<file path="src/pkg/mac_hash_pkg.sv">
package mac_hash_pkg;
  // register offsets on the plain register port
  localparam logic [4:0] OFS_COMMAND     = 5'h00;
  localparam logic [4:0] OFS_DATA_CONFIG = 5'h01;
  localparam logic [4:0] OFS_TX_CONFIG   = 5'h02;
  localparam logic [4:0] OFS_RX_CONFIG   = 5'h03;
  localparam logic [4:0] OFS_EVENT_STAT  = 5'h04;
  localparam logic [4:0] OFS_EVENT_MASK  = 5'h05;
  localparam logic [4:0] OFS_TX_STATUS   = 5'h06;
  localparam logic [4:0] OFS_RETRY_COUNT = 5'h07;
  localparam logic [4:0] OFS_ALIGN_TALLY = 5'h08;
  localparam logic [4:0] OFS_CKSUM_TALLY = 5'h09;
  localparam logic [4:0] OFS_LOST_TALLY  = 5'h0a;
  localparam logic [4:0] OFS_LOOP_PORT   = 5'h0b;
  localparam logic [4:0] OFS_HASH_BASE   = 5'h10;  // eight bytes, 0x10..0x17

  // command_reg fields
  localparam int CMD_HALT_BIT  = 0;
  localparam int CMD_RUN_BIT   = 1;
  localparam int CMD_GO_BIT    = 2;
  localparam int CMD_ABORT_BIT = 5;
  localparam logic [7:0] CMD_RESET = 8'h21;

  // other field positions
  localparam int LONG_ADDR_BIT   = 3;
  localparam int LOOP_LO_BIT     = 1;
  localparam int LOOP_HI_BIT     = 2;
  localparam int MONITOR_BIT     = 5;
  localparam int RESET_FLAG_BIT  = 7;
  localparam int TXS_COLLIDE_BIT = 2;
  localparam int TXS_ABORT_BIT   = 3;

  localparam logic [7:0] DCR_RESET  = 8'h08;
  localparam logic [7:0] ISR_RESET  = 8'h80;
  localparam logic [7:0] ZERO_BYTE  = 8'h00;

  // filter and tally figures
  localparam int          DA_BITS     = 48;
  localparam int          HASH_BITS   = 6;
  localparam logic [7:0]  TALLY_MAX   = 8'hc0;
  localparam logic [3:0]  RETRY_MAX   = 4'hf;
  localparam logic [31:0] CRC_POLY    = 32'h04c11db7;
  localparam logic [31:0] CRC_PRESET  = 32'hffffffff;

  // loop select codes
  localparam logic [1:0] LOOP_INTERNAL = 2'h1;
  localparam logic [1:0] LOOP_EXTERNAL = 2'h2;
endpackage
</file>
<file path="src/hdl/mac_hash_filter_tally_init.sv">
`timescale 1ns/1ps
module mac_hash_filter_tally_init
  import mac_hash_pkg::*;
#(
  parameter int LOOP_DEPTH = 8
) (
  input  wire logic       mclk,
  input  wire logic       rst_b,
  input  wire logic [4:0] reg_addr,
  input  wire logic [7:0] reg_wdata,
  input  wire logic       reg_wr,
  input  wire logic       reg_rd,
  output logic      [7:0] reg_rdata_ff,
  input  wire logic       rx_frame_start,
  input  wire logic       rx_bit_valid,
  input  wire logic       rx_bit,
  input  wire logic       rx_frame_end,
  input  wire logic       rx_addr_match,
  input  wire logic       rx_align_err,
  input  wire logic       rx_crc_err,
  input  wire logic       rx_no_buffer,
  input  wire logic       loop_byte_valid,
  input  wire logic [7:0] loop_byte,
  input  wire logic       tx_collision,
  input  wire logic       tx_done,
  input  wire logic       tx_excess_coll,
  output logic            hash_valid_ff,
  output logic            mcast_accept_ff,
  output logic            running_ff,
  output logic            tx_start_ff,
  output logic            loop_internal_ff,
  output logic            loop_external_ff
);

  localparam int PTR_W = $clog2(LOOP_DEPTH);

  // pointer wrap needs a power of two depth; any depth other than 8 is refused at elaboration
  if (LOOP_DEPTH != 8) begin : g_depth_check
    $error("LOOP_DEPTH must be 8");
  end

  typedef enum logic [1:0] {
    RX_IDLE = 2'b00,
    RX_ADDR = 2'b01,
    RX_REST = 2'b10
  } rx_state_t;

  function automatic logic [7:0] sat_inc(input logic [7:0] v);
    sat_inc = (v >= TALLY_MAX) ? TALLY_MAX : v + 8'h01;
  endfunction

  // tally step: a read clears, but an event in the same cycle still counts
  function automatic logic [7:0] tally_next(input logic [7:0] v, input logic rd, input logic ev);
    logic [7:0] base;
    base = rd ? ZERO_BYTE : v;
    tally_next = ev ? sat_inc(base) : base;
  endfunction

  function automatic logic [31:0] crc_step(input logic [31:0] c, input logic d);
    crc_step = {c[30:0], 1'b0} ^ ((c[31] ^ d) ? CRC_POLY : 32'h00000000);
  endfunction

  logic [7:0]  cmd_ff, dcr_ff, tcr_ff, rcr_ff, isr_ff, imr_ff, tsr_ff;
  logic [3:0]  retry_ff;
  logic [7:0]  align_ff, cksum_ff, lost_ff;
  logic [7:0]  hash_ff [8];
  logic [7:0]  loop_mem [LOOP_DEPTH];
  logic [PTR_W-1:0] loop_wr_ff, loop_rd_ff;
  logic [31:0] crc_ff;
  logic [5:0]  bit_cnt_ff;
  logic        group_ff;
  rx_state_t   rx_state_ff;

  // address decode
  wire wr_cmd   = reg_wr && (reg_addr == OFS_COMMAND);
  wire wr_dcr   = reg_wr && (reg_addr == OFS_DATA_CONFIG);
  wire wr_tcr   = reg_wr && (reg_addr == OFS_TX_CONFIG);
  wire wr_rcr   = reg_wr && (reg_addr == OFS_RX_CONFIG);
  wire wr_isr   = reg_wr && (reg_addr == OFS_EVENT_STAT);
  wire wr_imr   = reg_wr && (reg_addr == OFS_EVENT_MASK);
  wire wr_hash  = reg_wr && (reg_addr[4:3] == OFS_HASH_BASE[4:3]);
  wire rd_align = reg_rd && (reg_addr == OFS_ALIGN_TALLY);
  wire rd_cksum = reg_rd && (reg_addr == OFS_CKSUM_TALLY);
  wire rd_lost  = reg_rd && (reg_addr == OFS_LOST_TALLY);
  wire rd_loop  = reg_rd && (reg_addr == OFS_LOOP_PORT);

  // command decode: halt wins over run if both written
  wire go_write  = wr_cmd && reg_wdata[CMD_GO_BIT];
  wire halt_wr   = wr_cmd && reg_wdata[CMD_HALT_BIT];
  wire run_wr    = wr_cmd && reg_wdata[CMD_RUN_BIT] && !reg_wdata[CMD_HALT_BIT];
  wire tx_finish = tx_done || tx_excess_coll;
  wire [7:0] nxt_cmd;
  assign nxt_cmd[7:3] = wr_cmd ? reg_wdata[7:3] : cmd_ff[7:3];
  assign nxt_cmd[CMD_HALT_BIT] = halt_wr ? 1'b1 : (run_wr ? 1'b0 : cmd_ff[CMD_HALT_BIT]);
  assign nxt_cmd[CMD_RUN_BIT]  = halt_wr ? 1'b0 : (run_wr ? 1'b1 : cmd_ff[CMD_RUN_BIT]);
  assign nxt_cmd[CMD_GO_BIT]   = go_write || (cmd_ff[CMD_GO_BIT] && !tx_finish);

  // command and configuration registers, reset defaults
  always_ff @(posedge mclk or negedge rst_b) begin
    if (!rst_b) begin
      cmd_ff <= CMD_RESET;
      dcr_ff <= DCR_RESET;
      tcr_ff <= ZERO_BYTE;
      rcr_ff <= ZERO_BYTE;
      imr_ff <= ZERO_BYTE;
      isr_ff <= ISR_RESET;
    end else begin
      cmd_ff <= nxt_cmd;
      if (wr_dcr) dcr_ff <= reg_wdata;
      if (wr_tcr) tcr_ff <= reg_wdata;
      if (wr_rcr) rcr_ff <= reg_wdata;
      if (wr_imr) imr_ff <= reg_wdata;
      if (wr_isr) isr_ff <= isr_ff & ~reg_wdata;  // write one to clear
    end
  end

  // block outputs: only the transmit start waits for the run command; loop selects follow tx_config
  wire [1:0] loop_code = {tcr_ff[LOOP_HI_BIT], tcr_ff[LOOP_LO_BIT]};
  always_ff @(posedge mclk or negedge rst_b) begin
    if (!rst_b) begin
      running_ff       <= 1'b0;
      tx_start_ff      <= 1'b0;
      loop_internal_ff <= 1'b0;
      loop_external_ff <= 1'b0;
    end else begin
      running_ff       <= nxt_cmd[CMD_RUN_BIT];
      tx_start_ff      <= go_write && nxt_cmd[CMD_RUN_BIT];
      loop_internal_ff <= (loop_code == LOOP_INTERNAL);
      loop_external_ff <= (loop_code == LOOP_EXTERNAL);
    end
  end

  // destination address hashing; collects bits only from frames that start while running
  wire addr_bit   = (rx_state_ff == RX_ADDR) && rx_bit_valid;
  wire last_bit   = addr_bit && (bit_cnt_ff == 6'(DA_BITS - 1));
  wire [31:0] crc_nxt = crc_step(crc_ff, rx_bit);
  wire [5:0]  hash_idx = crc_nxt[31:26];
  wire [7:0]  hash_sel = hash_ff[hash_idx[5:3]];
  wire        group_now = (bit_cnt_ff == 6'h00) ? rx_bit : group_ff;

  always_ff @(posedge mclk or negedge rst_b) begin
    if (!rst_b) begin
      rx_state_ff <= RX_IDLE;
      crc_ff      <= CRC_PRESET;
      bit_cnt_ff  <= 6'h00;
      group_ff    <= 1'b0;
    end else begin
      case (rx_state_ff)
        RX_IDLE: begin
          if (rx_frame_start && running_ff) begin
            rx_state_ff <= RX_ADDR;
            crc_ff      <= CRC_PRESET;
            bit_cnt_ff  <= 6'h00;
          end
        end
        RX_ADDR: begin
          if (addr_bit) begin
            crc_ff     <= crc_nxt;
            bit_cnt_ff <= bit_cnt_ff + 6'h01;
            group_ff   <= group_now;
            if (last_bit) rx_state_ff <= RX_REST;
          end
          if (rx_frame_end) rx_state_ff <= RX_IDLE;
        end
        RX_REST: begin
          if (rx_frame_end) rx_state_ff <= RX_IDLE;
        end
        default: rx_state_ff <= RX_IDLE;
      endcase
    end
  end

  // filter decision: group addresses only; a physical one clears the accept flag with no valid strobe
  always_ff @(posedge mclk or negedge rst_b) begin
    if (!rst_b) begin
      hash_valid_ff   <= 1'b0;
      mcast_accept_ff <= 1'b0;
    end else begin
      hash_valid_ff   <= last_bit && group_now;
      if (last_bit) mcast_accept_ff <= group_now && hash_sel[hash_idx[2:0]];
    end
  end

  // filter bank; no reset value is defined, cleared for determinism
  always_ff @(posedge mclk or negedge rst_b) begin
    if (!rst_b) begin
      for (int i = 0; i < 8; i++) hash_ff[i] <= ZERO_BYTE;
    end else if (wr_hash) begin
      hash_ff[reg_addr[2:0]] <= reg_wdata;
    end
  end

  // tally events
  wire mon_mode  = rcr_ff[MONITOR_BIT];
  wire recog_end = rx_frame_end && rx_addr_match;
  wire ev_align  = recog_end && rx_align_err;
  wire ev_cksum  = recog_end && rx_crc_err;
  wire ev_lost   = mon_mode ? recog_end : rx_no_buffer;

  always_ff @(posedge mclk or negedge rst_b) begin
    if (!rst_b) begin
      align_ff <= ZERO_BYTE;
      cksum_ff <= ZERO_BYTE;
      lost_ff  <= ZERO_BYTE;
    end else begin
      align_ff <= tally_next(align_ff, rd_align, ev_align);
      cksum_ff <= tally_next(cksum_ff, rd_cksum, ev_cksum);
      lost_ff  <= tally_next(lost_ff, rd_lost, ev_lost);
    end
  end

  // loopback store: ring overwrites, so the last bytes remain
  always_ff @(posedge mclk) begin
    if (loop_byte_valid) loop_mem[loop_wr_ff] <= loop_byte;
  end

  // each incoming byte restarts the read order at the oldest kept byte, unless a read comes in the same cycle
  always_ff @(posedge mclk or negedge rst_b) begin
    if (!rst_b) begin
      loop_wr_ff <= '0;
      loop_rd_ff <= '0;
    end else begin
      if (loop_byte_valid) loop_wr_ff <= loop_wr_ff + 1'b1;
      if (rd_loop) loop_rd_ff <= loop_rd_ff + 1'b1;
      else if (loop_byte_valid) loop_rd_ff <= loop_wr_ff + 1'b1;
    end
  end

  // retry count and transmit status; a collision beside a go write still counts
  wire [3:0] retry_base = go_write ? 4'h0 : retry_ff;
  wire [3:0] retry_inc  = (retry_base == RETRY_MAX) ? RETRY_MAX : retry_base + 4'h1;
  always_ff @(posedge mclk or negedge rst_b) begin
    if (!rst_b) begin
      retry_ff <= 4'h0;
      tsr_ff   <= ZERO_BYTE;
    end else begin
      if (tx_excess_coll) retry_ff <= 4'h0;
      else if (tx_collision) retry_ff <= retry_inc;
      else retry_ff <= retry_base;
      if (go_write) tsr_ff <= ZERO_BYTE;
      if (tx_excess_coll) tsr_ff[TXS_ABORT_BIT] <= 1'b1;
      if (tx_collision) tsr_ff[TXS_COLLIDE_BIT] <= 1'b1;
    end
  end

  // read mux; unmapped offsets read zero
  logic [7:0] rd_mux;
  always_comb begin
    rd_mux = ZERO_BYTE;
    case (reg_addr)
      OFS_COMMAND:     rd_mux = cmd_ff;
      OFS_DATA_CONFIG: rd_mux = dcr_ff;
      OFS_TX_CONFIG:   rd_mux = tcr_ff;
      OFS_RX_CONFIG:   rd_mux = rcr_ff;
      OFS_EVENT_STAT:  rd_mux = isr_ff;
      OFS_EVENT_MASK:  rd_mux = imr_ff;
      OFS_TX_STATUS:   rd_mux = tsr_ff;
      OFS_RETRY_COUNT: rd_mux = {4'h0, retry_ff};
      OFS_ALIGN_TALLY: rd_mux = align_ff;
      OFS_CKSUM_TALLY: rd_mux = cksum_ff;
      OFS_LOST_TALLY:  rd_mux = lost_ff;
      OFS_LOOP_PORT:   rd_mux = loop_mem[loop_rd_ff];
      default: begin
        if (reg_addr[4:3] == OFS_HASH_BASE[4:3]) rd_mux = hash_ff[reg_addr[2:0]];
      end
    endcase
  end

  always_ff @(posedge mclk or negedge rst_b) begin
    if (!rst_b) reg_rdata_ff <= ZERO_BYTE;
    else reg_rdata_ff <= reg_rd ? rd_mux : ZERO_BYTE;
  end
endmodule

</file>
<file path="config.mk">
export PLATFORM = sky130hd
export DESIGN_NAME = mac_hash_filter_tally_init
export DESIGN_NICKNAME = d
export VERILOG_FILES = /design/src/pkg/mac_hash_pkg.sv /design/src/hdl/mac_hash_filter_tally_init.sv
export SDC_FILE = /design/constraint.sdc
export NUM_CORES = 1
export LEC_CHECK = 0
export BUFFER_PORTS_ARGS = -buffer_cell sky130_fd_sc_hd__buf_2
export CAP_MARGIN = 20
export CORE_ASPECT_RATIO = 1.75
export CORE_MARGIN = 2
export CORE_UTILIZATION = 33
export DETAILED_ROUTE_END_ITERATION = 7
export PLACE_DENSITY = 0.57
export SYNTH_ARGS = -nofsm -noshare
export SYNTH_HDL_FRONTEND = slang
export SYNTH_SLANG_ARGS = --single-unit
export TNS_END_PERCENT = 30
</file>
<file path="constraint.sdc">
create_clock -name mclk -period 4.3 [get_ports mclk]
set_input_delay 0.43 -clock mclk [delete_from_list [all_inputs] [get_ports mclk]]
set_output_delay 0.43 -clock mclk [all_outputs]
set_load 0.01 [all_outputs]
</file>
Word-level counts from Yosys, hierarchy flattened. Memories as Yosys holds them, arrays and structs flattened. Index checks and enable logic that the tools add are counted.

$add $sub $neg: 7. Magnitude comparators: 7. Eq/ne operators: 23. Muxes and demuxes: 53. Bitwise logic cells: 6. Reductions and logical operators: 41.

Operators with widths (count): 2-to-1 mux 8 bit (16); case mux 8 bit (12 select lines) (1); bitwise mux 64 bit (1); 2-to-1 mux 32 bit (2); case mux 32 bit (2 select lines) (1); binary-select mux 8 bit (select 3 bit) (2); bitwise XOR 32 x 27 -> 32 bit (1); 2-to-1 mux 27 bit (1); logical AND 1 bit (26); adder 8 x 1 -> 8 bit (second input constant) (3); demux 8 bit (select 3 bit) (1); greater-or-equal comparator 8 bit (second input constant) (3); equality test 5 x 3 -> 1 bit (second input constant) (4); equality test 5 x 4 -> 1 bit (second input constant) (4); 2-to-1 mux 4 bit (5); 2-to-1 mux 6 bit (2); case mux 6 bit (2 select lines) (1); 2-to-1 mux 1 bit (11); equality test 5 x 2 -> 1 bit (second input constant) (2); 2-to-1 mux 2 bit (5); nonzero test 2 bit (5); bitwise AND 8 bit (1); greater-or-equal comparator 4 bit (second input constant) (2); NOT 3 -> 4 bit (2); other kinds (25) (35).

Register bits after elaboration: 203. Bits in writable memories: 64. Input bits: 37. Output and inout bits: 14. Word-level logic and storage cells: 173. Memories: 1.

Memories: loop_mem (words 8, width 8, read ports 1, clocked after memory_dff 0, wr ports 1, RTL line mac_hash_filter_tally_init.sv:67) `logic [7:0] loop_mem [LOOP_DEPTH];`.

Longest topological paths before layout.
Depth after elaboration: 10. Gate-level depth with buffers: 11. Depth with buffers taken out: 9.

Worst setup path after synthesis. OpenSTA, ideal clock, no wires.

Path type: reg2reg. Start point: register crc_ff[28]. End point: register mcast_accept_ff. Library setup time: 122 ps. Arrival: 2042 ps. Data required time: 4178 ps. Slack: 2136 ps. Cell stages (with the launch flop): 8. Path through: dfstp_2 buf_6 buf_4 mux4_2 mux2i_1 o22ai_1 a211o_1 a32o_1.

Longest elaborated chain between the ends: 8.

Ends and longest elaborated chain: start, declared (RTL line mac_hash_filter_tally_init.sv:69) `logic [31:0] crc_ff;`; start signal, assigned (RTL line mac_hash_filter_tally_init.sv:158) `crc_ff <= crc_nxt;`; bitwise XOR 32 x 27 -> 32 bit (RTL line mac_hash_filter_tally_init.sv:60) `crc_step = {c[30:0], 1'b0} ^ ((c[31] ^ d) ? CRC_POLY : 32'h00000000);`; NOT 3 -> 4 bit (implied by the code) (RTL line mac_hash_filter_tally_init.sv:138) `wire [7:0] hash_sel = hash_ff[hash_idx[5:3]];`; binary-select mux 8 bit (select 3 bit) (RTL line mac_hash_filter_tally_init.sv:138); 2-to-1 mux 8 bit (implied by the code) (2 in a row) (RTL line mac_hash_filter_tally_init.sv:138); binary-select mux 1 bit (select 3 bit) (RTL line mac_hash_filter_tally_init.sv:180) `if (last_bit) mcast_accept_ff <= group_now && hash_sel[hash_idx[2:0]];`; 2-to-1 mux 1 bit (implied by the code) (RTL line mac_hash_filter_tally_init.sv:180); logical AND 1 bit (RTL line mac_hash_filter_tally_init.sv:180); end signal, assigned (RTL line mac_hash_filter_tally_init.sv:180); end, declared (RTL line mac_hash_filter_tally_init.sv:28) `output logic mcast_accept_ff,`.

No other way between the ends. The select of a mux whose other input is x is not followed. A chain may end at the register's enable or synchronous reset.

Worst setup path after layout.
Start point: input reg_addr[1]. End point: register lost_ff[2].

Longest elaborated chain between the ends: 6. Elaborated cells between the ends (all ways): 7. Classes of those cells: add/sub: 1; order compare: 1; eq/ne: 1; mux: 3; reduce/logical: 1.

Ends and longest elaborated chain: start, declared (RTL line mac_hash_filter_tally_init.sv:9) `input wire logic [4:0] reg_addr,`; equality test 5 x 4 -> 1 bit * (RTL line mac_hash_filter_tally_init.sv:84) `wire rd_lost = reg_rd && (reg_addr == OFS_LOST_TALLY);`; logical AND 1 bit * (RTL line mac_hash_filter_tally_init.sv:84); 2-to-1 mux 8 bit * (RTL line mac_hash_filter_tally_init.sv:55) `base = rd ? ZERO_BYTE : v;`; adder 8 x 1 -> 8 bit / greater-or-equal comparator 8 bit (equally long branches) (RTL line mac_hash_filter_tally_init.sv:49) `sat_inc = (v >= TALLY_MAX) ? TALLY_MAX : v + 8'h01;`; 2-to-1 mux 8 bit (RTL line mac_hash_filter_tally_init.sv:49); 2-to-1 mux 8 bit * (RTL line mac_hash_filter_tally_init.sv:56) `tally_next = ev ? sat_inc(base) : base;`; end signal, assigned (RTL line mac_hash_filter_tally_init.sv:208) `lost_ff <= tally_next(lost_ff, rd_lost, ev_lost);`; end, declared (RTL line mac_hash_filter_tally_init.sv:65) `logic [7:0] align_ff, cksum_ff, lost_ff;`.

Every way passes the cells marked *; elsewhere a longest branch is shown, timed or not.

==> summary.md <==
| Metric | Value |
|---|---|
| Most frequent cell on the critical path | nand2_1 |
| Min Tclk post-route | 2.65 ns |
| Actual slew at the worst max-slew pin | 1.03 ns |
| CTS sink count | 266 |
| Final Util | 37.9% |
| Drt first-iter violations | roughly 390 |
| Switching Fraction | 28.5% |
| Register area | ~7000 sq um |
| Met2 wire len | ~17 mm |
| DP Worst Slack | 1.22 ns |
| Post-Syn Area | 12300 sq um |
| Core area | 36900 sq um |
| Fraction of layout cells with a size suffix above 1 | 32.7% |
| Tot Pwr | 7.77 mW |
| Crit-path cells | buf_2 -> nor4bb_1 -> and2_1 -> nand2_1 -> nand2_1 -> inv_1 -> ha_1 -> o21ai_0 -> and3_1 -> a31o_2 |
| Final count of negative-setup-slack endpoints | 0 |
| Clock Path Buffers | 3 |
| Cts repair resizes | 0 |
| Hold Path Class | in2async |
| Ys Warns | 0 |
| Metal-1 WL | 11.7 mm |
| Combinational Power Share | 20.2% |
| DRT Pass-1 Iters | 6 |
| Fraction of registers with async set/reset | 75.9% |
| Initial antenna violation count | 1 |
| Setup Fix Bufs, Post-CTS | 0 |
| CTS buffer count | 27 |
| Total negative slack | 0 ns |
| Area of the multi-input gates | 5040 sq um |
| Final period util | 61.6% |
| N_diodes | 0 |
| DP HPWL | 22.3 mm |
| Post-route cell area | 14000 sq um |
| Syn-to-layout area delta | 13.4% |
| Worst-Skew Late Latency | 0.56 ns |
| Final ANT Viol Nets | 0 |
| Vias/cell | 5.45 |
| Clock power share | approximately 32% |
| Worst flop-to-flop path startpoint | crc_ff[28] |
| Vias | 7800 |
| Fin nets | 980 |
| Critical Path End Type | flip-flop |
| Relative slew margins | 30.8% |
| Crit-path max cell delay | approximately 0.64 ns |
| Post-Route WL | about 32 mm |
| CP Launch Type | input pin |
| Initial Util | 33.4% |
| H-Tree Depth | 1 |
| Sequential fraction of the synthesis area | 56.9% |
| Pwr/cell area | 555 nW/um^2 |
| Max layer used | met5 |
| Per-cell routed wire length | around 22 microns |
| Fmax | 378 MHz |
| Number of synthesized flops with an enable pin | 64 |
| I/O pin cnt | approximately 50 |
| Flop pwr share | 47.8% |
| Met3 wire len | 1.31 mm |
| Clock Tree Root | clkbuf_16 |
| Layout Skew | approximately 0.025 ns |
| Die Span Y | ~260 microns |
| I/O Buffers | 50 |
| Fin. Hold Viols | 0 |
| # rows | 93 |
| Max Slew Vio Count | 0 |
| Syn_area_per_cell | 13.6 sq um |
| Status | completed |
| Syn Inst Count | 905 |
| Placed inst area | between 10000 and 15000 sq um |
| DR DRC count | 0 |
| Worst VDD drop | 0.412 mV |
| Number of global-route vias before repair | 8302 |
| Tot GR Track Use | approximately 17% |
| Worst setup margin | 1.65 ns |
| Crit. Startpoint | reg_addr[1] |
| Dominant synthesized flop cell | dfrtp_1 |
| Mapped Nets | 949 |
| Max cap viols | 0 |
| Die W | about 150 microns |
| CTS tree | yes |
| Crit-path slowest cell | nor4bb_1 |
| Worst EP arrival | 3.13 ns |
| Largest net degree at the start of global routing | 120 |
| Cts-stage hold buffer count | 0 |
| # fillers | approximately 3500 |
| Leak pwr | 5.74 nW |
| Global route overflow | 0 |
| Crit path required time | 4.78 ns |
| Pint | 5.55 mW |
| Worst-path clk slew | 0.06 ns |
| Yosys reg bits | about 270 |
| Crit Path Class | in2reg |
| Global-route wire length before repair | 49.2 mm |
| R2R setup slack | 1.68 ns |
| CP max FO | 25 |
| RePlAce Congestion | about 0.86 |
| Sw Pwr | between 2 and 2.5 mW |
| Die ar. | between 30000 and 40000 sq um |
| Synth cell types | 57 |
| RSZ-0062 raised after global routing | false |
-- area by class of cell --
cell class | instances | area share, %
Sequential cell | 266 | 50.2
Multi-Input combinational cell | 571 | 36.0
Clock buffer | 40 | 6.07
Tap cell | 475 | 4.25
Timing Repair Buffer | 57 | 2.37
Clock inverter | 10 | 0.769
Inverter | 13 | 0.349
-- layout by cell type (no fill, tap or decap), types with 13 or more instances in the layout --
cell type,n
clkbuf_16,30
o22a_1,17
and3_1,15
mux2_2,113
buf_2,49
mux4_2,48
dfstp_2,36
nor2_1,47
nand2_1,60
o21ai_0,21
edfxtp_1,64
a221oi_1,16
dfrtp_1,166
mux2i_1,15
nand3_1,19
a21oi_1,31
inv_1,13
xnor2_1,19
and2_1,15
-- registers in the layout (all words and copies together) (netlist names), 2 cells and up --
name / flops
tsr_ff: 2
retry_ff: 4
isr_ff: 8
align_ff: 8
loop_rd_ff: 3
tcr_ff: 8
rcr_ff: 8
dcr_ff: 8
cksum_ff: 8
reg_rdata_ff: 8
crc_ff: 32
rx_state_ff: 2
imr_ff: 8
hash_ff: 64
cmd_ff: 8
loop_wr_ff: 3
loop_mem: 64
bit_cnt_ff: 6
lost_ff: 8
-- worst paths after layout --
check                             endpoint  cells after the start
max reg2reg                mcast_accept_ff                      5
min reg2reg                      isr_ff[7]                      1
min                             hash_ff[1]                      1
max in group asynchronous        dcr_ff[3]                      2
min in group mclk              retry_ff[0]                      2
max                             lost_ff[2]                     10
-- power by group through the flow --
stage / Clock, mW / Combinational, mW / Sequential [mW]
floorplan: 0 / 1.31 / 3.46
global placement: 0 / 1.50 / 3.78
detailed placement: 0 / 1.53 / 3.79
CTS: 2.55 / 1.55 / 3.75
global route: 2.65 / 1.73 / 3.78
finish: 2.49 / 1.57 / 3.71
-- per-layer routing --
| metal | track usage, % | vias up |
|---|---|---|
| li1 | - | 3480 |
| met5 | 0 | - |
| met1 | 18.1 | 4019 |
| met4 | 6.89 | 2 |
| met3 | 2.05 | 76 |
| met2 | 31.8 | 223 |
-- through the flow --
stage	hold slack (ns)	instances
3_5_place_dp	0.482	1381
4_1_cts	0.0895	1431
6_report	0.0618	1432
5_1_grt	0.111	1432
3_3_place_gp	0.476	1381
2_1_floorplan	0.134	905
-- kinds of logic (layout without fill, tap and decap cells) --
kind of cell             count (synthesis)  count (layout)  synth area share, %
flip-flops                             266             266                 56.9
multiplexers                           176             176                 20.3
buffers and inverters                   68             120                 2.35
AO/OA/AOI/OAI                          151             151                 8.90
AND/OR/NAND/NOR                        206             206                 8.52
adder cells (fa/ha/maj)                  7               7                0.710
XOR/XNOR                                31              31                 2.31
-- cell usage after synthesis (5+ instances only) --
| cell | n | area, sq um |
|---|---|---|
| a211oi_1 | 5 | 37.5 |
| a21boi_0 | 8 | 60.1 |
| a21o_1 | 5 | 37.5 |
| a21oi_1 | 31 | 155 |
| a221oi_1 | 16 | 140 |
| a22o_1 | 9 | 78.8 |
| a31oi_1 | 5 | 31.3 |
| a32o_1 | 11 | 110 |
| a41oi_1 | 11 | 96.3 |
| and2_1 | 15 | 93.8 |
| and3_1 | 15 | 93.8 |
| buf_2 | 13 | 65.1 |
| clkbuf_1 | 36 | 135 |
| dfrtp_1 | 166 | 4150 |
| dfstp_2 | 36 | 946 |
| edfxtp_1 | 64 | 1920 |
| ha_1 | 7 | 87.6 |
| inv_1 | 13 | 48.8 |
| mux2_2 | 113 | 1270 |
| mux2i_1 | 15 | 150 |
| mux4_2 | 48 | 1080 |
| nand2_1 | 60 | 225 |
| nand2b_1 | 7 | 43.8 |
| nand3_1 | 19 | 95.1 |
| nand4_1 | 5 | 31.3 |
| nor2_1 | 47 | 176 |
| nor2b_1 | 5 | 31.3 |
| nor3_1 | 11 | 55.1 |
| o21ai_0 | 21 | 105 |
| o22a_1 | 17 | 149 |
| xnor2_1 | 19 | 166 |
| xor2_1 | 11 | 96.3 |
-- worst max-delay path: cells and delay by family --
kind / cells / cell delay [ns]
simple gates: 5 / 1.64
buf+inv: 2 / 0.55
compound gates: 2 / 0.26
fa+ha+maj: 1 / 0.24
(Power assumes the default switching activity.)
